$ cat config.mk
export PLATFORM = sky130hd
export DESIGN_NAME = crs_seq
export DESIGN_NICKNAME = d
export VERILOG_FILES = /design/src/crs_pkg.sv /design/src/crs_seq.sv
export SDC_FILE = /design/constraint.sdc
export NUM_CORES = 1
export LEC_CHECK = 0
export BUFFER_PORTS_ARGS = -buffer_cell sky130_fd_sc_hd__buf_2
export CAP_MARGIN = 15
export CORE_UTILIZATION = 30
export DETAILED_ROUTE_END_ITERATION = 12
export MAX_ROUTING_LAYER = met4
export PLACE_DENSITY = 0.53
export SLEW_MARGIN = 20
export SYNTH_ARGS = -nofsm -noshare
export SYNTH_HDL_FRONTEND = slang
export SYNTH_SLANG_ARGS = --single-unit
$ cat constraint.sdc
create_clock -name core_clk -period 5.15 [get_ports core_clk]
set_clock_uncertainty 0.2 [all_clocks]
set_input_delay 0.7725 -clock core_clk [delete_from_list [all_inputs] [get_ports core_clk]]
set_output_delay 0.7725 -clock core_clk [all_outputs]
set_load 0.01 [all_outputs]
$ cat src/crs_pkg.sv
// Constants and carrier types for the core regulator sequencer.
// Assumes a 125 MHz core clock and an Avalon-MM master on the register bus.
`default_nettype none
package crs_pkg;
  localparam int CLK_MHZ = 125;
  localparam int RESET_US = 55;
  localparam int BOOT_HOLD_US = 100;
  localparam int PG_DELAY_MS = 9;
  localparam int LIMIT_MS = 9;
  localparam int SKEW_NS = 400;
  localparam int MASK_US = 130;
  localparam int POST_MASK_US = 100;
  localparam int SLOW_NS_PER_STEP = 2000;
  localparam int FAST_NS_PER_STEP = 500;
  localparam int RESET_CYC = RESET_US * CLK_MHZ;
  localparam int BOOT_HOLD_CYC = BOOT_HOLD_US * CLK_MHZ;
  localparam int PG_DELAY_CYC = PG_DELAY_MS * 1000 * CLK_MHZ;
  localparam int LIMIT_CYC = LIMIT_MS * 1000 * CLK_MHZ;
  localparam int SKEW_CYC = (SKEW_NS * CLK_MHZ + 999) / 1000;
  localparam int MASK_CYC = MASK_US * CLK_MHZ;
  localparam int POST_MASK_CYC = POST_MASK_US * CLK_MHZ;
  localparam int SLOW_STEP_CYC = SLOW_NS_PER_STEP * CLK_MHZ / 1000;
  localparam int FAST_STEP_CYC = FAST_NS_PER_STEP * CLK_MHZ / 1000;
  localparam int CNT_W = 32;
  localparam logic [6:0] CODE_ZERO = 7'h00;
  localparam logic [6:0] CODE_LOW_LIMIT = 7'h18;
  localparam logic [3:0] ADDR_CTRL = 4'h0;
  localparam logic [3:0] ADDR_STATUS = 4'h1;
  localparam logic [3:0] ADDR_CODE = 4'h2;
  localparam logic [3:0] ADDR_BOOT = 4'h3;
  localparam logic [6:0] BOOT_CODE_RST = 7'h30;
  localparam logic [31:0] BAD_ADDR_DATA = 32'hdeadbeef;
  typedef enum logic [2:0] {
    CRS_OFF,
    CRS_RESET,
    CRS_SOFT,
    CRS_BOOT,
    CRS_PGWAIT,
    CRS_RUN,
    CRS_LATCH
  } crs_state_t;
  typedef struct packed {
    logic ov_high;
    logic uv_low;
    logic below_200;
    logic drop_200;
    logic over_limit;
  } crs_sense_t;
endpackage
`default_nettype wire

$ cat src/crs_seq.sv
// Sequencer, code tracking, power-good masking and current-limit latch-off.
// Analog comparators arrive as pin levels; registers are on Avalon-MM.
//
// Implementation choices: the Avalon-MM slave port and the register offsets.
`default_nettype none
// How it works
// - Supply good and enable high start a 55 us reset interval first.
// - After reset, sample phase count, then issue go to begin soft start.
// - Soft start steps the target code from zero to the boot code.
// - Hold boot level 100 us, then drive clock enable low.
// - Power good rises 9 ms after clock enable went low.
// - Voltage code inputs ignored until clock enable is low.
// - Discharge switch on during lockout or shutdown.
// - Enable low or lockout resets soft start and delay state.
// - New code ignored at least 400 ns after any change.
// - Every code change restarts the power-good mask timer.
// - Internal code steps through every intermediate code to target.
// - Mask holds 100 us after the last internal step.
// - Down steps with sleep request high are paced at 3.125 mV/us.
// - Up steps are 12.5 mV/us with sleep low, 3.125 with it high.
// - Power good needs output inside window; low window waived near zero.
// - Mask about 130 us after code change or sleep entry/exit.
// - Drop over 200 mV while sleep request is high extends an active mask.
// - Enter current limit when limit current exceeds reference.
// - Current limit lasting 9 ms latches the device off.
// - Latch clears only by supply cycle, enable pulsed low or the CTRL software enable written low.
// - Below 200 mV at start-up, clamp ramp termination at 1.5 V.
// - Two-phase mode alternates ramp cycles between phases.
// - Force fixed-frequency mode during any code transient.
module crs_seq
  import crs_pkg::*;
(
  input wire logic core_clk,
  input wire logic nrst,
  input wire logic enable_pin,
  input wire logic supply_low_lockout,
  input wire logic two_phase_pin,
  input wire logic [6:0] voltage_code_inputs,
  input wire logic deep_sleep_request,
  input wire logic [4:0] sense_pins,
  input wire logic ramp_cycle,
  input wire logic [3:0] avs_address,
  input wire logic avs_read,
  input wire logic avs_write,
  input wire logic [31:0] avs_writedata,
  output logic [31:0] avs_readdata,
  output logic avs_waitrequest,
  output logic cpu_clock_go_n,
  output logic power_good_out,
  output logic output_sense_ref_discharge,
  output logic [6:0] target_code,
  output logic force_pwm,
  output logic secondary_clamp,
  output logic phase1_req,
  output logic phase2_req,
  output logic two_phase_active
);
  // Three-stage pin synchronisers, accepted when stages two and three agree
  logic [2:0] en_s_q, uv_s_q, dsl_s_q, tp_s_q, rc_s_q;
  logic [2:0][6:0] code_s_q;
  logic [2:0][4:0] sns_s_q;
  logic en_f_q, uv_f_q, dsl_f_q, tp_f_q, rc_f_q;
  logic [6:0] code_f_q;
  crs_sense_t sns_f_q;
  always_ff @(posedge core_clk or negedge nrst)
  begin
    if (!nrst)
    begin
      en_s_q <= '0;
      uv_s_q <= 3'h7;
      dsl_s_q <= '0;
      tp_s_q <= '0;
      rc_s_q <= '0;
      code_s_q <= '0;
      sns_s_q <= '0;
      en_f_q <= 1'b0;
      uv_f_q <= 1'b1;
      dsl_f_q <= 1'b0;
      tp_f_q <= 1'b0;
      rc_f_q <= 1'b0;
      code_f_q <= CODE_ZERO;
      sns_f_q <= '0;
    end
    else
    begin
      en_s_q <= {en_s_q[1:0], enable_pin};
      uv_s_q <= {uv_s_q[1:0], supply_low_lockout};
      dsl_s_q <= {dsl_s_q[1:0], deep_sleep_request};
      tp_s_q <= {tp_s_q[1:0], two_phase_pin};
      rc_s_q <= {rc_s_q[1:0], ramp_cycle};
      code_s_q <= {code_s_q[1:0], voltage_code_inputs};
      sns_s_q <= {sns_s_q[1:0], sense_pins};
      if (en_s_q[2] == en_s_q[1]) en_f_q <= en_s_q[2];
      if (uv_s_q[2] == uv_s_q[1]) uv_f_q <= uv_s_q[2];
      if (dsl_s_q[2] == dsl_s_q[1]) dsl_f_q <= dsl_s_q[2];
      if (tp_s_q[2] == tp_s_q[1]) tp_f_q <= tp_s_q[2];
      if (rc_s_q[2] == rc_s_q[1]) rc_f_q <= rc_s_q[2];
      if (code_s_q[2] == code_s_q[1]) code_f_q <= code_s_q[2];
      if (sns_s_q[2] == sns_s_q[1]) sns_f_q <= sns_s_q[2];
    end
  end

  // Software registers
  logic [6:0] boot_code_q, boot_code_d;
  logic sw_enable_q, sw_enable_d;
  logic ack_q, ack_d;
  logic [31:0] rdata_q, rdata_d;

  // Sequencer state
  crs_state_t state_q, state_d;
  logic [CNT_W-1:0] seq_cnt_q, seq_cnt_d;
  logic [CNT_W-1:0] lim_cnt_q, lim_cnt_d;
  logic [CNT_W-1:0] skew_cnt_q, skew_cnt_d;
  logic [CNT_W-1:0] mask_cnt_q, mask_cnt_d;
  logic [CNT_W-1:0] step_cnt_q, step_cnt_d;
  logic [6:0] cur_code_q, cur_code_d;
  logic [6:0] seen_code_q, seen_code_d;
  logic [6:0] goal_code_q, goal_code_d;
  logic dsl_prev_q, dsl_prev_d;
  logic phases_q, phases_d;
  logic clk_go_n_q, clk_go_n_d;
  logic pg_q, pg_d;
  logic phase_sel_q, phase_sel_d;
  logic rc_prev_q, rc_prev_d;
  logic go_on;
  logic stepping;
  logic tracking;
  logic [CNT_W-1:0] step_len;

  assign go_on = en_f_q && !uv_f_q && sw_enable_q;
  assign tracking = (state_q == CRS_PGWAIT) || (state_q == CRS_RUN);
  assign stepping = cur_code_q != goal_code_q;
  // Slow pace on descent, or ascent with sleep still high
  always_comb
  begin
    if (cur_code_q > goal_code_q || dsl_f_q) step_len = CNT_W'(SLOW_STEP_CYC);
    else step_len = CNT_W'(FAST_STEP_CYC);
  end

  always_comb
  begin
    state_d = state_q;
    seq_cnt_d = seq_cnt_q;
    lim_cnt_d = lim_cnt_q;
    skew_cnt_d = skew_cnt_q;
    mask_cnt_d = mask_cnt_q;
    step_cnt_d = step_cnt_q;
    cur_code_d = cur_code_q;
    seen_code_d = seen_code_q;
    goal_code_d = goal_code_q;
    dsl_prev_d = dsl_f_q;
    phases_d = phases_q;
    clk_go_n_d = clk_go_n_q;
    pg_d = pg_q;
    rc_prev_d = rc_f_q;
    phase_sel_d = phase_sel_q;
    if (rc_f_q && !rc_prev_q) phase_sel_d = !phase_sel_q;
    if (!go_on)
    begin
      // Lockout or enable low also clears the latch
      state_d = CRS_OFF;
      seq_cnt_d = '0;
      lim_cnt_d = '0;
      cur_code_d = CODE_ZERO;
      goal_code_d = CODE_ZERO;
      clk_go_n_d = 1'b1;
      pg_d = 1'b0;
      mask_cnt_d = '0;
      skew_cnt_d = '0;
    end
    else
    begin
      seq_cnt_d = seq_cnt_q + CNT_W'(1);
      unique case (state_q)
        CRS_OFF:
        begin
          state_d = CRS_RESET;
          seq_cnt_d = '0;
        end
        CRS_RESET:
          if (seq_cnt_q >= CNT_W'(RESET_CYC - 1))
          begin
            phases_d = tp_f_q;
            state_d = CRS_SOFT;
            seq_cnt_d = '0;
            goal_code_d = boot_code_q;
            step_cnt_d = '0;
          end
        CRS_SOFT:
          if (!stepping)
          begin
            state_d = CRS_BOOT;
            seq_cnt_d = '0;
          end
        CRS_BOOT:
          if (seq_cnt_q >= CNT_W'(BOOT_HOLD_CYC - 1))
          begin
            clk_go_n_d = 1'b0;
            state_d = CRS_PGWAIT;
            seq_cnt_d = '0;
            seen_code_d = code_f_q;
            skew_cnt_d = CNT_W'(SKEW_CYC);
          end
        CRS_PGWAIT:
          if (seq_cnt_q >= CNT_W'(PG_DELAY_CYC - 1))
          begin
            state_d = CRS_RUN;
            mask_cnt_d = '0;
          end
        CRS_RUN:
        begin
        end
        CRS_LATCH:
          pg_d = 1'b0;
      endcase
      // Internal code walks one code at a time
      if (state_q != CRS_LATCH && stepping)
      begin
        if (step_cnt_q >= step_len - CNT_W'(1))
        begin
          step_cnt_d = '0;
          cur_code_d = (cur_code_q < goal_code_q) ? cur_code_q + 7'h01 : cur_code_q - 7'h01;
          if (tracking) mask_cnt_d = CNT_W'(POST_MASK_CYC);
        end
        else
          step_cnt_d = step_cnt_q + CNT_W'(1);
      end
      // Code inputs take effect only once clock enable is low
      if (tracking)
      begin
        if (code_f_q != seen_code_q)
        begin
          seen_code_d = code_f_q;
          skew_cnt_d = CNT_W'(SKEW_CYC);
          mask_cnt_d = CNT_W'(MASK_CYC);
        end
        else if (skew_cnt_q != '0)
        begin
          skew_cnt_d = skew_cnt_q - CNT_W'(1);
          if (skew_cnt_q == CNT_W'(1)) goal_code_d = seen_code_q;
        end
        if (dsl_f_q != dsl_prev_q) mask_cnt_d = CNT_W'(MASK_CYC);
        // Deep drop while sleep request is high keeps the mask alive
        if (sns_f_q.drop_200 && dsl_f_q && mask_cnt_q != '0 && mask_cnt_q < CNT_W'(MASK_CYC))
          mask_cnt_d = CNT_W'(MASK_CYC);
        else if (mask_cnt_q != '0 && code_f_q == seen_code_q && dsl_f_q == dsl_prev_q
          && !(stepping && step_cnt_q >= step_len - CNT_W'(1)))
          mask_cnt_d = mask_cnt_q - CNT_W'(1);
      end
      if (state_q != CRS_LATCH)
      begin
        if (sns_f_q.over_limit)
        begin
          lim_cnt_d = lim_cnt_q + CNT_W'(1);
          if (lim_cnt_q >= CNT_W'(LIMIT_CYC - 1))
          begin
            state_d = CRS_LATCH;
            pg_d = 1'b0;
          end
        end
        else
          lim_cnt_d = '0;
      end
      if (state_q == CRS_RUN)
      begin
        if (mask_cnt_q == '0 && !stepping && skew_cnt_q == '0)
          pg_d = !sns_f_q.ov_high && (!sns_f_q.uv_low || cur_code_q < CODE_LOW_LIMIT);
        else if (mask_cnt_q == '0 && sns_f_q.ov_high)
          pg_d = 1'b0;
      end
      if (state_q == CRS_PGWAIT && seq_cnt_q >= CNT_W'(PG_DELAY_CYC - 1))
        pg_d = 1'b1;
    end
  end

  always_ff @(posedge core_clk or negedge nrst)
  begin
    if (!nrst)
    begin
      state_q <= CRS_OFF;
      seq_cnt_q <= '0;
      lim_cnt_q <= '0;
      skew_cnt_q <= '0;
      mask_cnt_q <= '0;
      step_cnt_q <= '0;
      cur_code_q <= CODE_ZERO;
      seen_code_q <= CODE_ZERO;
      goal_code_q <= CODE_ZERO;
      dsl_prev_q <= 1'b0;
      phases_q <= 1'b0;
      clk_go_n_q <= 1'b1;
      pg_q <= 1'b0;
      phase_sel_q <= 1'b0;
      rc_prev_q <= 1'b0;
    end
    else
    begin
      state_q <= state_d;
      seq_cnt_q <= seq_cnt_d;
      lim_cnt_q <= lim_cnt_d;
      skew_cnt_q <= skew_cnt_d;
      mask_cnt_q <= mask_cnt_d;
      step_cnt_q <= step_cnt_d;
      cur_code_q <= cur_code_d;
      seen_code_q <= seen_code_d;
      goal_code_q <= goal_code_d;
      dsl_prev_q <= dsl_prev_d;
      phases_q <= phases_d;
      clk_go_n_q <= clk_go_n_d;
      pg_q <= pg_d;
      phase_sel_q <= phase_sel_d;
      rc_prev_q <= rc_prev_d;
    end
  end

  // Avalon slave: one wait cycle, answer on the second edge
  always_comb
  begin
    boot_code_d = boot_code_q;
    sw_enable_d = sw_enable_q;
    rdata_d = rdata_q;
    ack_d = 1'b0;
    if ((avs_read || avs_write) && !ack_q)
    begin
      ack_d = 1'b1;
      unique case (avs_address)
        ADDR_CTRL: rdata_d = {31'h0, sw_enable_q};
        ADDR_STATUS: rdata_d = {25'h0, state_q, phases_q, pg_q, clk_go_n_q, mask_cnt_q != '0};
        ADDR_CODE: rdata_d = {17'h0, goal_code_q, 1'b0, cur_code_q};
        ADDR_BOOT: rdata_d = {25'h0, boot_code_q};
        default: rdata_d = BAD_ADDR_DATA;
      endcase
    end
    // Write lands on the edge where waitrequest is seen low
    if (avs_write && ack_q)
    begin
      if (avs_address == ADDR_CTRL) sw_enable_d = avs_writedata[0];
      if (avs_address == ADDR_BOOT) boot_code_d = avs_writedata[6:0];
    end
  end

  always_ff @(posedge core_clk or negedge nrst)
  begin
    if (!nrst)
    begin
      boot_code_q <= BOOT_CODE_RST;
      sw_enable_q <= 1'b1;
      ack_q <= 1'b0;
      rdata_q <= '0;
    end
    else
    begin
      boot_code_q <= boot_code_d;
      sw_enable_q <= sw_enable_d;
      ack_q <= ack_d;
      rdata_q <= rdata_d;
    end
  end

  assign avs_waitrequest = (avs_read || avs_write) && !ack_q;
  assign avs_readdata = rdata_q;
  assign cpu_clock_go_n = clk_go_n_q;
  assign power_good_out = pg_q && state_q != CRS_LATCH;
  assign output_sense_ref_discharge = !(en_f_q && !uv_f_q);
  assign target_code = cur_code_q;
  assign force_pwm = stepping || mask_cnt_q != '0 || skew_cnt_q != '0;
  assign secondary_clamp = (state_q == CRS_SOFT || state_q == CRS_BOOT) && sns_f_q.below_200;
  assign two_phase_active = phases_q;
  assign phase1_req = go_on && state_q != CRS_LATCH && state_q != CRS_RESET && state_q != CRS_OFF
    && (!phases_q || !phase_sel_q);
  assign phase2_req = go_on && state_q != CRS_LATCH && state_q != CRS_RESET && state_q != CRS_OFF
    && phases_q && phase_sel_q;
endmodule
`default_nettype wire

# --- Word-level counts from Yosys, hierarchy flattened ---
# Index checks and enable logic that the tools add are counted.
word_totals:
  register_bits: 299
  in_bits: 57
  output_inout_bits: 48
  wordCells: 214
classes:
  addsub: 8
  order_cmp: 9
  n_eq_ne: 29
  muxes: 68
  reduce_logical: 59
op_table:
  columns: ["operator", "n"]
  rows:
  - ["32-bit 2-to-1 mux", 28]
  - ["32-bit case mux with 4 select lines", 2]
  - ["7-bit 2-to-1 mux", 15]
  - ["32-bit by 1-bit adder with 32-bit output, second input constant", 3]
  - ["32-bit by 1-bit subtractor with 32-bit output, second input constant", 3]
  - ["32-bit by 21-bit greater-or-equal comparator with 1-bit output, second input constant", 2]
  - ["32-bit zero test", 2]
  - ["32-bit nonzero test", 2]
  - ["32-bit by 1-bit equality test with 1-bit output, second input constant", 1]
  - ["32-bit by 13-bit greater-or-equal comparator with 1-bit output, second input constant", 1]
  - ["32-bit by 14-bit greater-or-equal comparator with 1-bit output, second input constant", 1]
  - ["32-bit greater-or-equal comparator", 1]
  - ["32-bit by 14-bit < comparator with 1-bit output, second input constant", 1]
  - ["1-bit logical AND", 26]
  - ["3-bit 2-to-1 mux", 8]
  - ["3-bit case mux with 5 select lines", 1]
  - ["7-bit equality test", 2]
  - ["7-bit != test", 2]
  - ["1-bit 2-to-1 mux", 13]
  - ["1-bit zero test", 10]
  - ["2-bit by 1-bit != test with 1-bit output, second input constant", 5]
  - ["3-bit equality test, second input constant", 3]
  - ["4-bit by 2-bit equality test with 1-bit output, second input constant", 2]
  - ["1-bit logical OR", 8]
  - ["20 further kinds", 31]

# --- Logic depth before layout (Yosys ltp) ---
# Gate-level depths: netlist of run 1.
depth:
  word_depth: 13
  mapped_depth: 18
  ltp_nobuf: 17

# --- Worst setup path before layout of run 1 ---
# No wires, ideal clock.
synth_path:
  path_kind: "register to register"
  start: "register cur_code_q[1], in the netlist target_code[1]"
  end: "register mask_cnt_q[13]"
  setup_ns: 0.077
  t_arrival_ns: 4.042
  required_time_ns: 4.873
  slack_ns: 0.831
  path_stages_with_launch: 18
  n_path_buf: 1
  period_less_slack_ns: 4.319
  cell_sequence: "dfrtp_1 -> ha_1 -> nor2b_1 -> o21a_1 -> o21ai_0 -> a21oi_1 -> nand2b_1 -> a21o_1 -> inv_1 -> ha_1 -> a211oi_1 -> and4_1 -> o311ai_1 -> a211oi_1 -> clkbuf_1 -> mux2i_1 -> mux2i_1 -> a21oi_1"
synth_via:
  elab_chain_len: 13
  word_cells_on_any_way: 18
  cone_classes: "1 x add/sub; 2 x order compare; 1 x eq/ne; 9 x mux; 5 x reduce/logical"
synth_rtl:
  columns: ["item", "line_no", "text"]
  rows:
  - ["from (decl)", "crs_seq.sv:116", "logic [6:0] cur_code_q, cur_code_d;"]
  - ["from (signal assigned)", "crs_seq.sv:304", "cur_code_q <= cur_code_d;"]
  - ["7-bit > comparator", "crs_seq.sv:136", "if (cur_code_q > goal_code_q || dsl_f_q) step_len = CNT_W'(SLOW_STEP_CYC);"]
  - ["1-bit logical OR", "crs_seq.sv:136", null]
  - ["8-bit 2-to-1 mux", "crs_seq.sv:136", null]
  - ["32-bit by 1-bit subtractor with 32-bit output", "crs_seq.sv:219, crs_seq.sv:247", null]
  - ["32-bit greater-or-equal comparator", "crs_seq.sv:219, crs_seq.sv:247", null]
  - ["32-bit 2-to-1 mux", "crs_seq.sv:219", "if (step_cnt_q >= step_len - CNT_W'(1))"]
  - ["32-bit 2-to-1 mux", "crs_seq.sv:217", "if (state_q != CRS_LATCH && stepping)"]
  - ["32-bit 2-to-1 mux", "crs_seq.sv:231", "if (code_f_q != seen_code_q)"]
  - ["32-bit 2-to-1 mux", "crs_seq.sv:242", "if (dsl_f_q != dsl_prev_q) mask_cnt_d = CNT_W'(MASK_CYC);"]
  - ["32-bit 2-to-1 mux", "crs_seq.sv:246", "else if (mask_cnt_q != '0 && code_f_q == seen_code_q && dsl_f_q == dsl_prev_q"]
  - ["32-bit 2-to-1 mux", "crs_seq.sv:244", "if (sns_f_q.drop_200 && dsl_f_q && mask_cnt_q != '0 && mask_cnt_q < CNT_W'(MASK_CYC))"]
  - ["32-bit 2-to-1 mux *", "crs_seq.sv:229", "if (tracking)"]
  - ["32-bit 2-to-1 mux *", "crs_seq.sv:158", "if (!go_on)"]
  - ["via mask_cnt_d[13]", "crs_seq.sv:114", "logic [CNT_W-1:0] mask_cnt_q, mask_cnt_d;"]
  - ["to (signal assigned)", "crs_seq.sv:302", "mask_cnt_q <= mask_cnt_d;"]
  - ["to (decl)", "crs_seq.sv:114", null]
# Mark *: on every way through the listed nets, which the timed path passes. The rest lies on a longest branch.
# A chain may end at the register's enable or synchronous reset.

# --- Worst setup path in the final report of run 1 ---
layout_path:
  start: "register cur_code_q[1], in the netlist target_code[1]"
  end: "register mask_cnt_q[17]"
# The elaborated chain is that of the path after synthesis.

==> tab_implementation.tex, run 1 <==
\begin{tabular}{lr}
\hline
Metric & Value \\
\hline
\multicolumn{2}{l}{\textbf{Floorplan}} \\
Core area & roughly 0.047 sq mm \\
Vertical die dimension & 219 microns \\
Die W & between 200 and 250 microns \\
Row Count & 79 \\
Starting utilization of the core area & 0.304 \\
Die ar. & just under 0.05 sq mm \\
I/O pin cnt & 105 \\
\multicolumn{2}{l}{\textbf{Timing}} \\
Fmax & around 220 MHz \\
Setup TNS after final layout & 0 ns \\
Rel. slew slack & 0.321 \\
Setup repair after global routing missed its margin & false \\
Final Setup Violations & 0 \\
Worst slew pin tran & 1.02 ns \\
Final period util & 0.895 \\
Final critical-path setup slack & between 0.5 and 0.6 ns \\
Number of max-slew violations in the final report & 0 \\
Final Hold Viols & 0 \\
Final worst path period need & 4.61 ns \\
\multicolumn{2}{l}{\textbf{Clocking}} \\
TritonCTS sink count & roughly 280 \\
Reg clk slew, reported paths & 0.06 ns \\
Buffers inserted by post-CTS timing repair & 0 \\
CTS hold repair buffers & 0 \\
Clock buffer count from CTS & 34 \\
Clock buffer depth & 3 \\
Clock tree from TritonCTS & built \\
Count of cells resized by post-cts repair & 0 \\
Maximum level of the CTS H-tree & 2 \\
Clock insertion delay at the later pin of the skew report & 0.53 ns \\
Root buf cell & sky130\_fd\_sc\_hd\_\_clkbuf\_16 \\
\multicolumn{2}{l}{\textbf{Global route}} \\
Maximum number of pins on one net before global-route repair & 119 \\
Total gr overflow & 0 \\
Wire length of the first global-routing pass & 57300 microns \\
Global router's overall resource usage & 0.151 \\
Number of global-route vias before repair & 10973 \\
Number of antenna violations at the first check in global routing & 1 \\
\multicolumn{2}{l}{\textbf{Power and ir drop}} \\
Proportion of power drawn by combinational gates & 0.070 \\
Lkg Pwr & 7.28 nW \\
Net switching share of the total power & 0.241 \\
Total Power Consumption & approximately 0.0055 W \\
IR drop worst, VDD & 0.000259 V \\
Internal cell power & 0.00415 W \\
Proportion of power drawn by the clock network & 0.490 \\
Net switching power & around 0.0013 W \\
Power share of the sequential group & 0.440 \\
Power Dens Cells & 332 mW/mm\^{}2 \\
\multicolumn{2}{l}{\textbf{Placed design}} \\
Worst-case setup slack after placement & 0.603 ns \\
Port-buffer cells & 74 \\
Final RePlAce weighted congestion & 0.834 \\
Post-detailed-placement half-perimeter wirelength & 23400 microns \\
\multicolumn{2}{l}{\textbf{Flow run}} \\
Count of max-cap constraint violations & 0 \\
\multicolumn{2}{l}{\textbf{Status}} \\
Run status & finished, final reports clean \\
\multicolumn{2}{l}{\textbf{Setup path}} \\
RR Startpoint & target\_code[1] \\
Worst setup EP type & flop \\
CP Data Required Time & 5.35 ns \\
Maximum net fanout on the critical path & 15 \\
Terminus of the critical flop-to-flop path & mask\_cnt\_q[17] \\
CP endpoint & mask\_cnt\_q[17] \\
Worst Path Class, Setup & flop to flop \\
WP data arrival & 4.81 ns \\
Cells on worst reg2reg path & 16 \\
Worst Setup SP & target\_code[1] \\
Minimum setup slack among reg-to-reg paths & 0.54 ns \\
Startpoint types & flop \\
\multicolumn{2}{l}{\textbf{Synthesis}} \\
Sequential share of the synthesized area & 0.499 \\
Most common cell in the netlist & sky130\_fd\_sc\_hd\_\_dfrtp\_1 \\
Proportion of netlist area held by the largest area contributor & 0.484 \\
Gate count after technology mapping & 1454 \\
Yosys top cell by area & sky130\_fd\_sc\_hd\_\_dfrtp\_1 \\
Most frequently used flop master after synthesis & sky130\_fd\_sc\_hd\_\_dfrtp\_1 \\
Unique cell type count in the Yosys netlist & 78 \\
Avg Cell Area, Syn & $\sim$9.7 sq um \\
Area of the mapped netlist & 0.0142 sq mm \\
Most frequent cells after synthesis & sky130\_fd\_sc\_hd\_\_dfrtp\_1 (274), sky130\_fd\_sc\_hd\_\_nor2\_1 (163), sky130\_fd\_sc\_hd\_\_nand2\_1 (124) \\
Number of enable flip-flop cells after synthesis & 0 \\
Yosys reg bits & 282 \\
Count of yosys warnings during synthesis & 0 \\
Fraction of registers with async set/reset & 1.00 \\
Top cells by area in the synthesized netlist & sky130\_fd\_sc\_hd\_\_dfrtp\_1 (48\%), sky130\_fd\_sc\_hd\_\_nor2\_1 (4.3\%), sky130\_fd\_sc\_hd\_\_o21ai\_0 (3.4\%), sky130\_fd\_sc\_hd\_\_nand2\_1 (3.3\%), sky130\_fd\_sc\_hd\_\_mux2\_2 (3.1\%) \\
\multicolumn{2}{l}{\textbf{Drt}} \\
Routed via count divided by cell count & 5.13 \\
Iteration count of the initial detailed-routing pass & 5 \\
Number of DRC markers after the initial detailed-route iteration & 760 \\
Antenna violation net count after detailed routing & 0 \\
Routed length per instance & 16.0 microns \\
Routed Wire Length & 34300 microns \\
Routed via count & 11035 \\
Post-detailed-route DRC marker count & 0 \\
\multicolumn{2}{l}{\textbf{Final layout}} \\
Antenna diode count & 0 \\
Layout cells sized above 1 & 0.154 \\
Nets & 1601 \\
Relative area change from synthesis to final layout & 16.3\% \\
\multicolumn{2}{l}{\textbf{Worst hold path}} \\
Worst hold-check path type & input port to async pin \\
\hline
\end{tabular}
[flip-flops by register name, summed over array words and instances (netlist names), 5 cells and up]
signal        cells
avs_readdata     15
boot_code_q       7
code_f_q          7
code_s_q         21
goal_code_q       7
lim_cnt_q        32
mask_cnt_q       32
seen_code_q       7
seq_cnt_q        32
skew_cnt_q       32
sns_f_q           5
sns_s_q          15
step_cnt_q       32
target_code       7
[cell usage in the layout (no fill, tap or decap), types with 7 or more instances in the layout]
| cell | instances |
|---|---|
| sky130_fd_sc_hd__a21oi_1 | 64 |
| sky130_fd_sc_hd__a311oi_1 | 7 |
| sky130_fd_sc_hd__a31oi_1 | 33 |
| sky130_fd_sc_hd__and2_1 | 16 |
| sky130_fd_sc_hd__and3_1 | 29 |
| sky130_fd_sc_hd__and4_1 | 7 |
| sky130_fd_sc_hd__buf_2 | 73 |
| sky130_fd_sc_hd__buf_4 | 28 |
| sky130_fd_sc_hd__bufinv_16 | 7 |
| sky130_fd_sc_hd__clkbuf_16 | 35 |
| sky130_fd_sc_hd__dfrtp_1 | 274 |
| sky130_fd_sc_hd__dfstp_2 | 8 |
| sky130_fd_sc_hd__ha_1 | 26 |
| sky130_fd_sc_hd__inv_1 | 34 |
| sky130_fd_sc_hd__mux2_2 | 39 |
| sky130_fd_sc_hd__mux2i_1 | 10 |
| sky130_fd_sc_hd__nand2_1 | 124 |
| sky130_fd_sc_hd__nand2b_1 | 17 |
| sky130_fd_sc_hd__nand3_1 | 48 |
| sky130_fd_sc_hd__nand4_1 | 25 |
| sky130_fd_sc_hd__nor2_1 | 162 |
| sky130_fd_sc_hd__nor2b_1 | 13 |
| sky130_fd_sc_hd__nor3_1 | 38 |
| sky130_fd_sc_hd__nor4_1 | 34 |
| sky130_fd_sc_hd__o211ai_1 | 8 |
| sky130_fd_sc_hd__o21ai_0 | 96 |
| sky130_fd_sc_hd__o31a_1 | 8 |
| sky130_fd_sc_hd__o31ai_1 | 16 |
| sky130_fd_sc_hd__o41ai_1 | 7 |
| sky130_fd_sc_hd__or2_2 | 10 |
| sky130_fd_sc_hd__or3_1 | 21 |
| sky130_fd_sc_hd__or4_1 | 13 |
| sky130_fd_sc_hd__xnor2_1 | 34 |
| sky130_fd_sc_hd__xor2_1 | 41 |
[how the worst min path moves through the flow]
stage	from	endpoint	slack [ns]
floorplan	code_s_q[3]	code_s_q[10]	0.13
global placement	sns_s_q[0]	sns_s_q[5]	0.14
detailed placement	sns_s_q[2]	sns_s_q[7]	0.13
CTS	two_phase_pin	tp_s_q[0]	0.12
global route	sense_pins[3]	sns_s_q[3]	0.13
finish	nrst	code_s_q[1]	0.11
[layer usage]
metal	GRT usage	routed length, microns	up-vias	share of wire
li1	-	-	5383	-
met3	0.0220	1270	60	0.037
met5	-	0	-	0
met4	0.0463	741	0	0.022
met2	0.232	15600	182	0.46
met1	0.205	16700	5410	0.49
[final cells by class]
class / count / area, sq um
Timing Repair Buffer: 103 / 611
Clock buffer: 42 / 962
Tap cell: 607 / 759
Inverter: 34 / 128
Sequential cell: 282 / 7070
Fill cell: 4675 / 30100
Clock inverter: 19 / 305
Multi-Input combinational cell: 1062 / 6630
[kinds of logic after synthesis]
kind of cell               Yosys count  share of synthesized area
AOI/OAI and AO/OA                  321                      0.147
xor gates and xnor gates            75                     0.0464
adders and majority gates           32                     0.0279
buffers and inverters              114                     0.0359
DFF                                282                      0.499
muxes                               50                     0.0397
other                                1                   0.000265
and+or+nand+nor                    579                      0.204
[power by group through the flow]
stage	combinational, W	clock [W]	sequential (W)
detailed placement	0.000390	0	0.00245
global placement	0.000385	0	0.00244
floorplan	0.000242	0	0.00242
CTS	0.000392	0.00277	0.00241
global route	0.000427	0.00286	0.00242
finish	0.000384	0.00268	0.00241
[through the flow]
stage,cells,utilization,area (sq um),hold slack (ns)
finish,2149,0.354,16500,0.108
global route,2149,0.354,16500,0.129
CTS,2149,0.353,16500,0.123
detailed placement,2088,0.326,15200,0.135
global placement,2088,0.326,15200,0.136
floorplan,1458,-,14200,0.131
[worst max-delay path, stage by stage (launching register included)]
cell	delay, ns
sky130_fd_sc_hd__dfrtp_1	0.43
sky130_fd_sc_hd__ha_1	0.33
sky130_fd_sc_hd__nor2b_1	0.13
sky130_fd_sc_hd__o21a_1	0.16
sky130_fd_sc_hd__o21ai_0	0.15
sky130_fd_sc_hd__a21oi_1	0.13
sky130_fd_sc_hd__nand2b_1	0.19
sky130_fd_sc_hd__a21o_1	0.22
sky130_fd_sc_hd__inv_1	0.08
sky130_fd_sc_hd__ha_1	0.25
sky130_fd_sc_hd__a211oi_1	0.23
sky130_fd_sc_hd__and4_1	0.23
sky130_fd_sc_hd__o311ai_1	0.24
sky130_fd_sc_hd__a211o_1	0.57
sky130_fd_sc_hd__nor3_1	0.56
sky130_fd_sc_hd__nand2_1	0.11
sky130_fd_sc_hd__a31o_2	0.26
No activity file was read; power rests on OpenSTA's default activity.
==> run 2: changes to the inputs <==
--- a/config.mk
+++ b/config.mk
@@ -7,11 +7,10 @@
 export LEC_CHECK = 0
 export BUFFER_PORTS_ARGS = -buffer_cell sky130_fd_sc_hd__buf_2
 export CAP_MARGIN = 15
-export CORE_UTILIZATION = 30
+export CORE_UTILIZATION = 55
 export DETAILED_ROUTE_END_ITERATION = 12
 export MAX_ROUTING_LAYER = met4
-export PLACE_DENSITY = 0.53
-export SLEW_MARGIN = 20
+export PLACE_DENSITY = 0.84
 export SYNTH_ARGS = -nofsm -noshare
 export SYNTH_HDL_FRONTEND = slang
 export SYNTH_SLANG_ARGS = --single-unit
==> constraint.sdc (replaced) <==
create_clock -name core_clk -period 3.7 [get_ports core_clk]
set_clock_uncertainty 0.2 [all_clocks]
set_input_delay 0.555 -clock core_clk [delete_from_list [all_inputs] [get_ports core_clk]]
set_output_delay 0.555 -clock core_clk [all_outputs]
set_load 0.01 [all_outputs]
==> run 2 against run 1 <==
The run now ends with negative setup slack left. Register-to-register slack worse by 0.95 ns. Via count is 11% higher. Worst setup slack got worse by 0.95 ns. Sequential share of layout area is 2.3 points lower. First-iteration DRC count rose by 38%. Hold slack lost 0.087 ns. Largest cell class is now multi-input combinational cells. Final area is 5.7% higher. Power is 27% higher. Clock power up 12%.
==> tab_implementation.tex, run 2 (same netlist as run 1, synthesis figures left out) <==
\begin{tabular}{lr}
\hline
Metric & Value \\
\hline
\multicolumn{2}{l}{\textbf{Timing}} \\
Final critical-path setup slack & -0.409 ns (-0.948 ns) \\
Final Setup Violations & 70 (+70) \\
Final worst path period need & 4.11 ns (-0.502 ns) \\
Worst slew pin tran & 1.22 ns (+0.202 ns) \\
Rel. slew slack & 0.182 (-0.139) \\
Final Hold Viols & 0 (unchanged) \\
Final period util & 1.11 (+0.215) \\
Setup repair after global routing missed its margin & true \\
Fmax & 243 MHz (+12\%) \\
Number of max-slew violations in the final report & 0 (unchanged) \\
\multicolumn{2}{l}{\textbf{Final layout}} \\
End-of-flow core utilization & 0.691 (+0.337) \\
Layout cells sized above 1 & 0.251 (+0.0964) \\
Leading cell type in the layout, fill and taps excluded & sky130\_fd\_sc\_hd\_\_dfrtp\_1 \\
Nets & 1684 (+5.2\%) \\
Relative area change from synthesis to final layout & 22.8\% \\
Commonest cells after routing, fill and taps aside & sky130\_fd\_sc\_hd\_\_dfrtp\_1 (274), sky130\_fd\_sc\_hd\_\_nor2\_1 (133), sky130\_fd\_sc\_hd\_\_nand2\_1 (118) \\
Fill cells & 1704 (-64\%) \\
\multicolumn{2}{l}{\textbf{Drt}} \\
Antenna violation net count after detailed routing & 0 (unchanged) \\
Iteration count of the initial detailed-routing pass & 6 (+1) \\
Routed via count divided by cell count & 6.28 (+22\%) \\
Routed length per instance & 18.9 microns (+19\%) \\
Post-detailed-route DRC marker count & 0 (unchanged) \\
Routed Wire Length & 37000 microns (+7.8\%) \\
Number of DRC markers after the initial detailed-route iteration & 1045 (+38\%) \\
Routed via count & 12272 (+11\%) \\
\multicolumn{2}{l}{\textbf{Floorplan}} \\
I/O pin cnt & 105 (unchanged) \\
Row Count & 58 (-27\%) \\
Die W & 162 microns (-26\%) \\
Core area & 0.0252 sq mm (-46\%) \\
Die ar. & 0.0264 sq mm (-45\%) \\
Vertical die dimension & 162 microns (-26\%) \\
Starting utilization of the core area & 0.562 (+0.258) \\
\multicolumn{2}{l}{\textbf{Status}} \\
Run status & finished, violations left \\
Violations in the final reports & negative setup slack \\
\multicolumn{2}{l}{\textbf{Setup path}} \\
WP data arrival & 4.34 ns (-0.47 ns) \\
Cell-by-cell listing of the critical path & inv\_2 > ha\_4 > nor2b\_4 > o21a\_1 > o21ai\_2 > a21oi\_2 > nand2b\_4 > a21o\_1 > inv\_2 > ha\_4 > nor4\_1 > and3\_1 > o311ai\_4 > a211o\_4 > buf\_6 > buf\_6 > o31a\_1 > a32oi\_1 > o41ai\_1 \\
Delay of the slowest critical-path stage & 0.40 ns (-0.17 ns) \\
WP buf/inv & 4 (+3) \\
Highest-delay cell along the critical path & sky130\_fd\_sc\_hd\_\_a211o\_4 \\
Cell family contributing the most delay on the critical path & compound AO/OA/AOI/OAI gates \\
Worst Path Class, Setup & flop to flop \\
Number of cells on the critical path & 19 (+3) \\
CP Data Required Time & 3.93 ns (-1.42 ns) \\
Worst setup EP type & flop \\
Startpoint types & flop \\
Cells on worst reg2reg path & 19 (+3) \\
Maximum net fanout on the critical path & 5 (-10) \\
\multicolumn{2}{l}{\textbf{Global route}} \\
Number of global-route vias before repair & 11789 (+7.4\%) \\
Maximum number of pins on one net before global-route repair & 90 (-24\%) \\
Number of antenna violations at the first check in global routing & 1 (unchanged) \\
Total gr overflow & 0 (unchanged) \\
Global router's overall resource usage & 0.278 (+0.127) \\
Wire length of the first global-routing pass & 58000 microns (+1.3\%) \\
\multicolumn{2}{l}{\textbf{Flow run}} \\
Count of max-cap constraint violations & 0 (unchanged) \\
\multicolumn{2}{l}{\textbf{Clocking}} \\
Clock buffer count from CTS & 30 (-12\%) \\
TritonCTS sink count & 282 (unchanged) \\
Reg clk slew, reported paths & 0.06 ns (about the same) \\
Maximum level of the CTS H-tree & 1 (-1) \\
Clock tree from TritonCTS & built \\
Clock insertion delay at the later pin of the skew report & 0.57 ns (+0.04 ns) \\
Root buf cell & sky130\_fd\_sc\_hd\_\_clkbuf\_16 \\
Clock buffer depth & 3 (unchanged) \\
\multicolumn{2}{l}{\textbf{Placed design}} \\
Post-detailed-placement half-perimeter wirelength & 22700 microns (-2.6\%) \\
Port-buffer cells & 74 (unchanged) \\
Final RePlAce weighted congestion & 0.936 (+12\%) \\
Worst-case setup slack after placement & -0.259 ns (-0.863 ns) \\
\multicolumn{2}{l}{\textbf{Worst hold path}} \\
Worst Hold Depth & 2 \\
Worst hold-check path type & input port to flop \\
\multicolumn{2}{l}{\textbf{Power and ir drop}} \\
Power Dens Cells & 399 mW/mm\^{}2 (+20\%) \\
IR drop worst, VDD & 0.000416 V (+61\%) \\
Total Power Consumption & 0.00695 W (+27\%) \\
Lkg Pwr & 7.74 nW (+6.3\%) \\
\hline
\end{tabular}
==> run 2: changes by cell type in the layout (fill, tap and decap cells not counted), moves of 7 or more <==
cell	delta
sky130_fd_sc_hd__o21ai_2	+10
sky130_fd_sc_hd__nor2_1	-29
sky130_fd_sc_hd__nor2_4	+16
sky130_fd_sc_hd__a21oi_1	-13
sky130_fd_sc_hd__o21ai_0	-22
sky130_fd_sc_hd__buf_6	+18
sky130_fd_sc_hd__o21ai_1	+9
sky130_fd_sc_hd__buf_4	+44
sky130_fd_sc_hd__dlygate4sd3_1	+19
sky130_fd_sc_hd__clkbuf_1	+7
sky130_fd_sc_hd__a21oi_2	+13
sky130_fd_sc_hd__nor2_2	+13
==> run 2: metrics by stage <==
| stage | hold slack [ns] | setup TNS [ns] | area (sq um) | instances |
|---|---|---|---|---|
| after floorplan | 0.0594 | -0.470 | 14300 | 1458 |
| after detailed placement | 0.136 | -4.37 | 15200 | 1853 |
| after global placement | 0.134 | -2.16 | 15200 | 1853 |
| final | 0.0208 | -13.74 | 17400 | 1954 |
| after CTS | 0.00177 | -2.60 | 16900 | 1951 |
| after global routing | 0.0178 | -21.85 | 17400 | 1954 |
==> run 2: power by group <==
| part | total, W | switching (W) | leakage, nW | internal [W] |
|---|---|---|---|---|
| registers | 0.00335 | 0.000122 | 3.73 | 0.00323 |
| logic | 0.000596 | 0.000369 | 3.51 | 0.000228 |
| clock network | 0.00300 | 0.00124 | 0.494 | 0.00176 |
==> run 2: area by class of cell <==
type                            count  area (sq um)  share of cell area
Antenna cell                        1          2.50            0.000144
Clock buffer                       44           863              0.0496
Clock inverter                     11           138             0.00791
Inverter                           34           128             0.00734
Multi-Input combinational cell   1062          7330               0.422
Sequential cell                   282          7070               0.406
Tap cell                          330           413              0.0237
Timing Repair Buffer              190          1450              0.0833
==> run 2: what timing repair did <==
item,CTS,global route
hold endpoints to repair,98,0
pin swaps,30,70
hold buffers,19,0
gates cloned,0,3
endpoints found under the setup margin,30,72
resized for setup,57,144
setup buffers,26,8
==> run 2: routing by layer <==
metal / vias to the layer above / global-route usage / wire [microns]
met5: - / - / 0
met4: 0 / 0.106 / 1310
met3: 118 / 0.0423 / 2570
met2: 572 / 0.446 / 18200
met1: 5999 / 0.356 / 14900
li1: 5583 / - / -
==> run 2: final timing paths <==
path                                   from             end  slack [ns]
min reg2reg                       en_s_q[0]       en_s_q[1]        0.14
max in group asynchronous              nrst    lim_cnt_q[0]        1.92
max                          goal_code_q[1]  mask_cnt_q[30]       -0.41
min in group asynchronous              nrst   seq_cnt_q[26]        0.39
max reg2reg                  goal_code_q[1]  mask_cnt_q[30]       -0.41
min                        avs_writedata[1]  boot_code_q[1]        0.02
==> run 2: worst reg2reg max path, delay by kind of cell (launching register included) <==
family                     cells  cell delay (ns)
adders and majority gates      2             0.43
AOI/OAI and AO/OA              9             1.70
DFF                            1             0.37
buffers and inverters          4             0.37
and+or+nand+nor                4             0.91
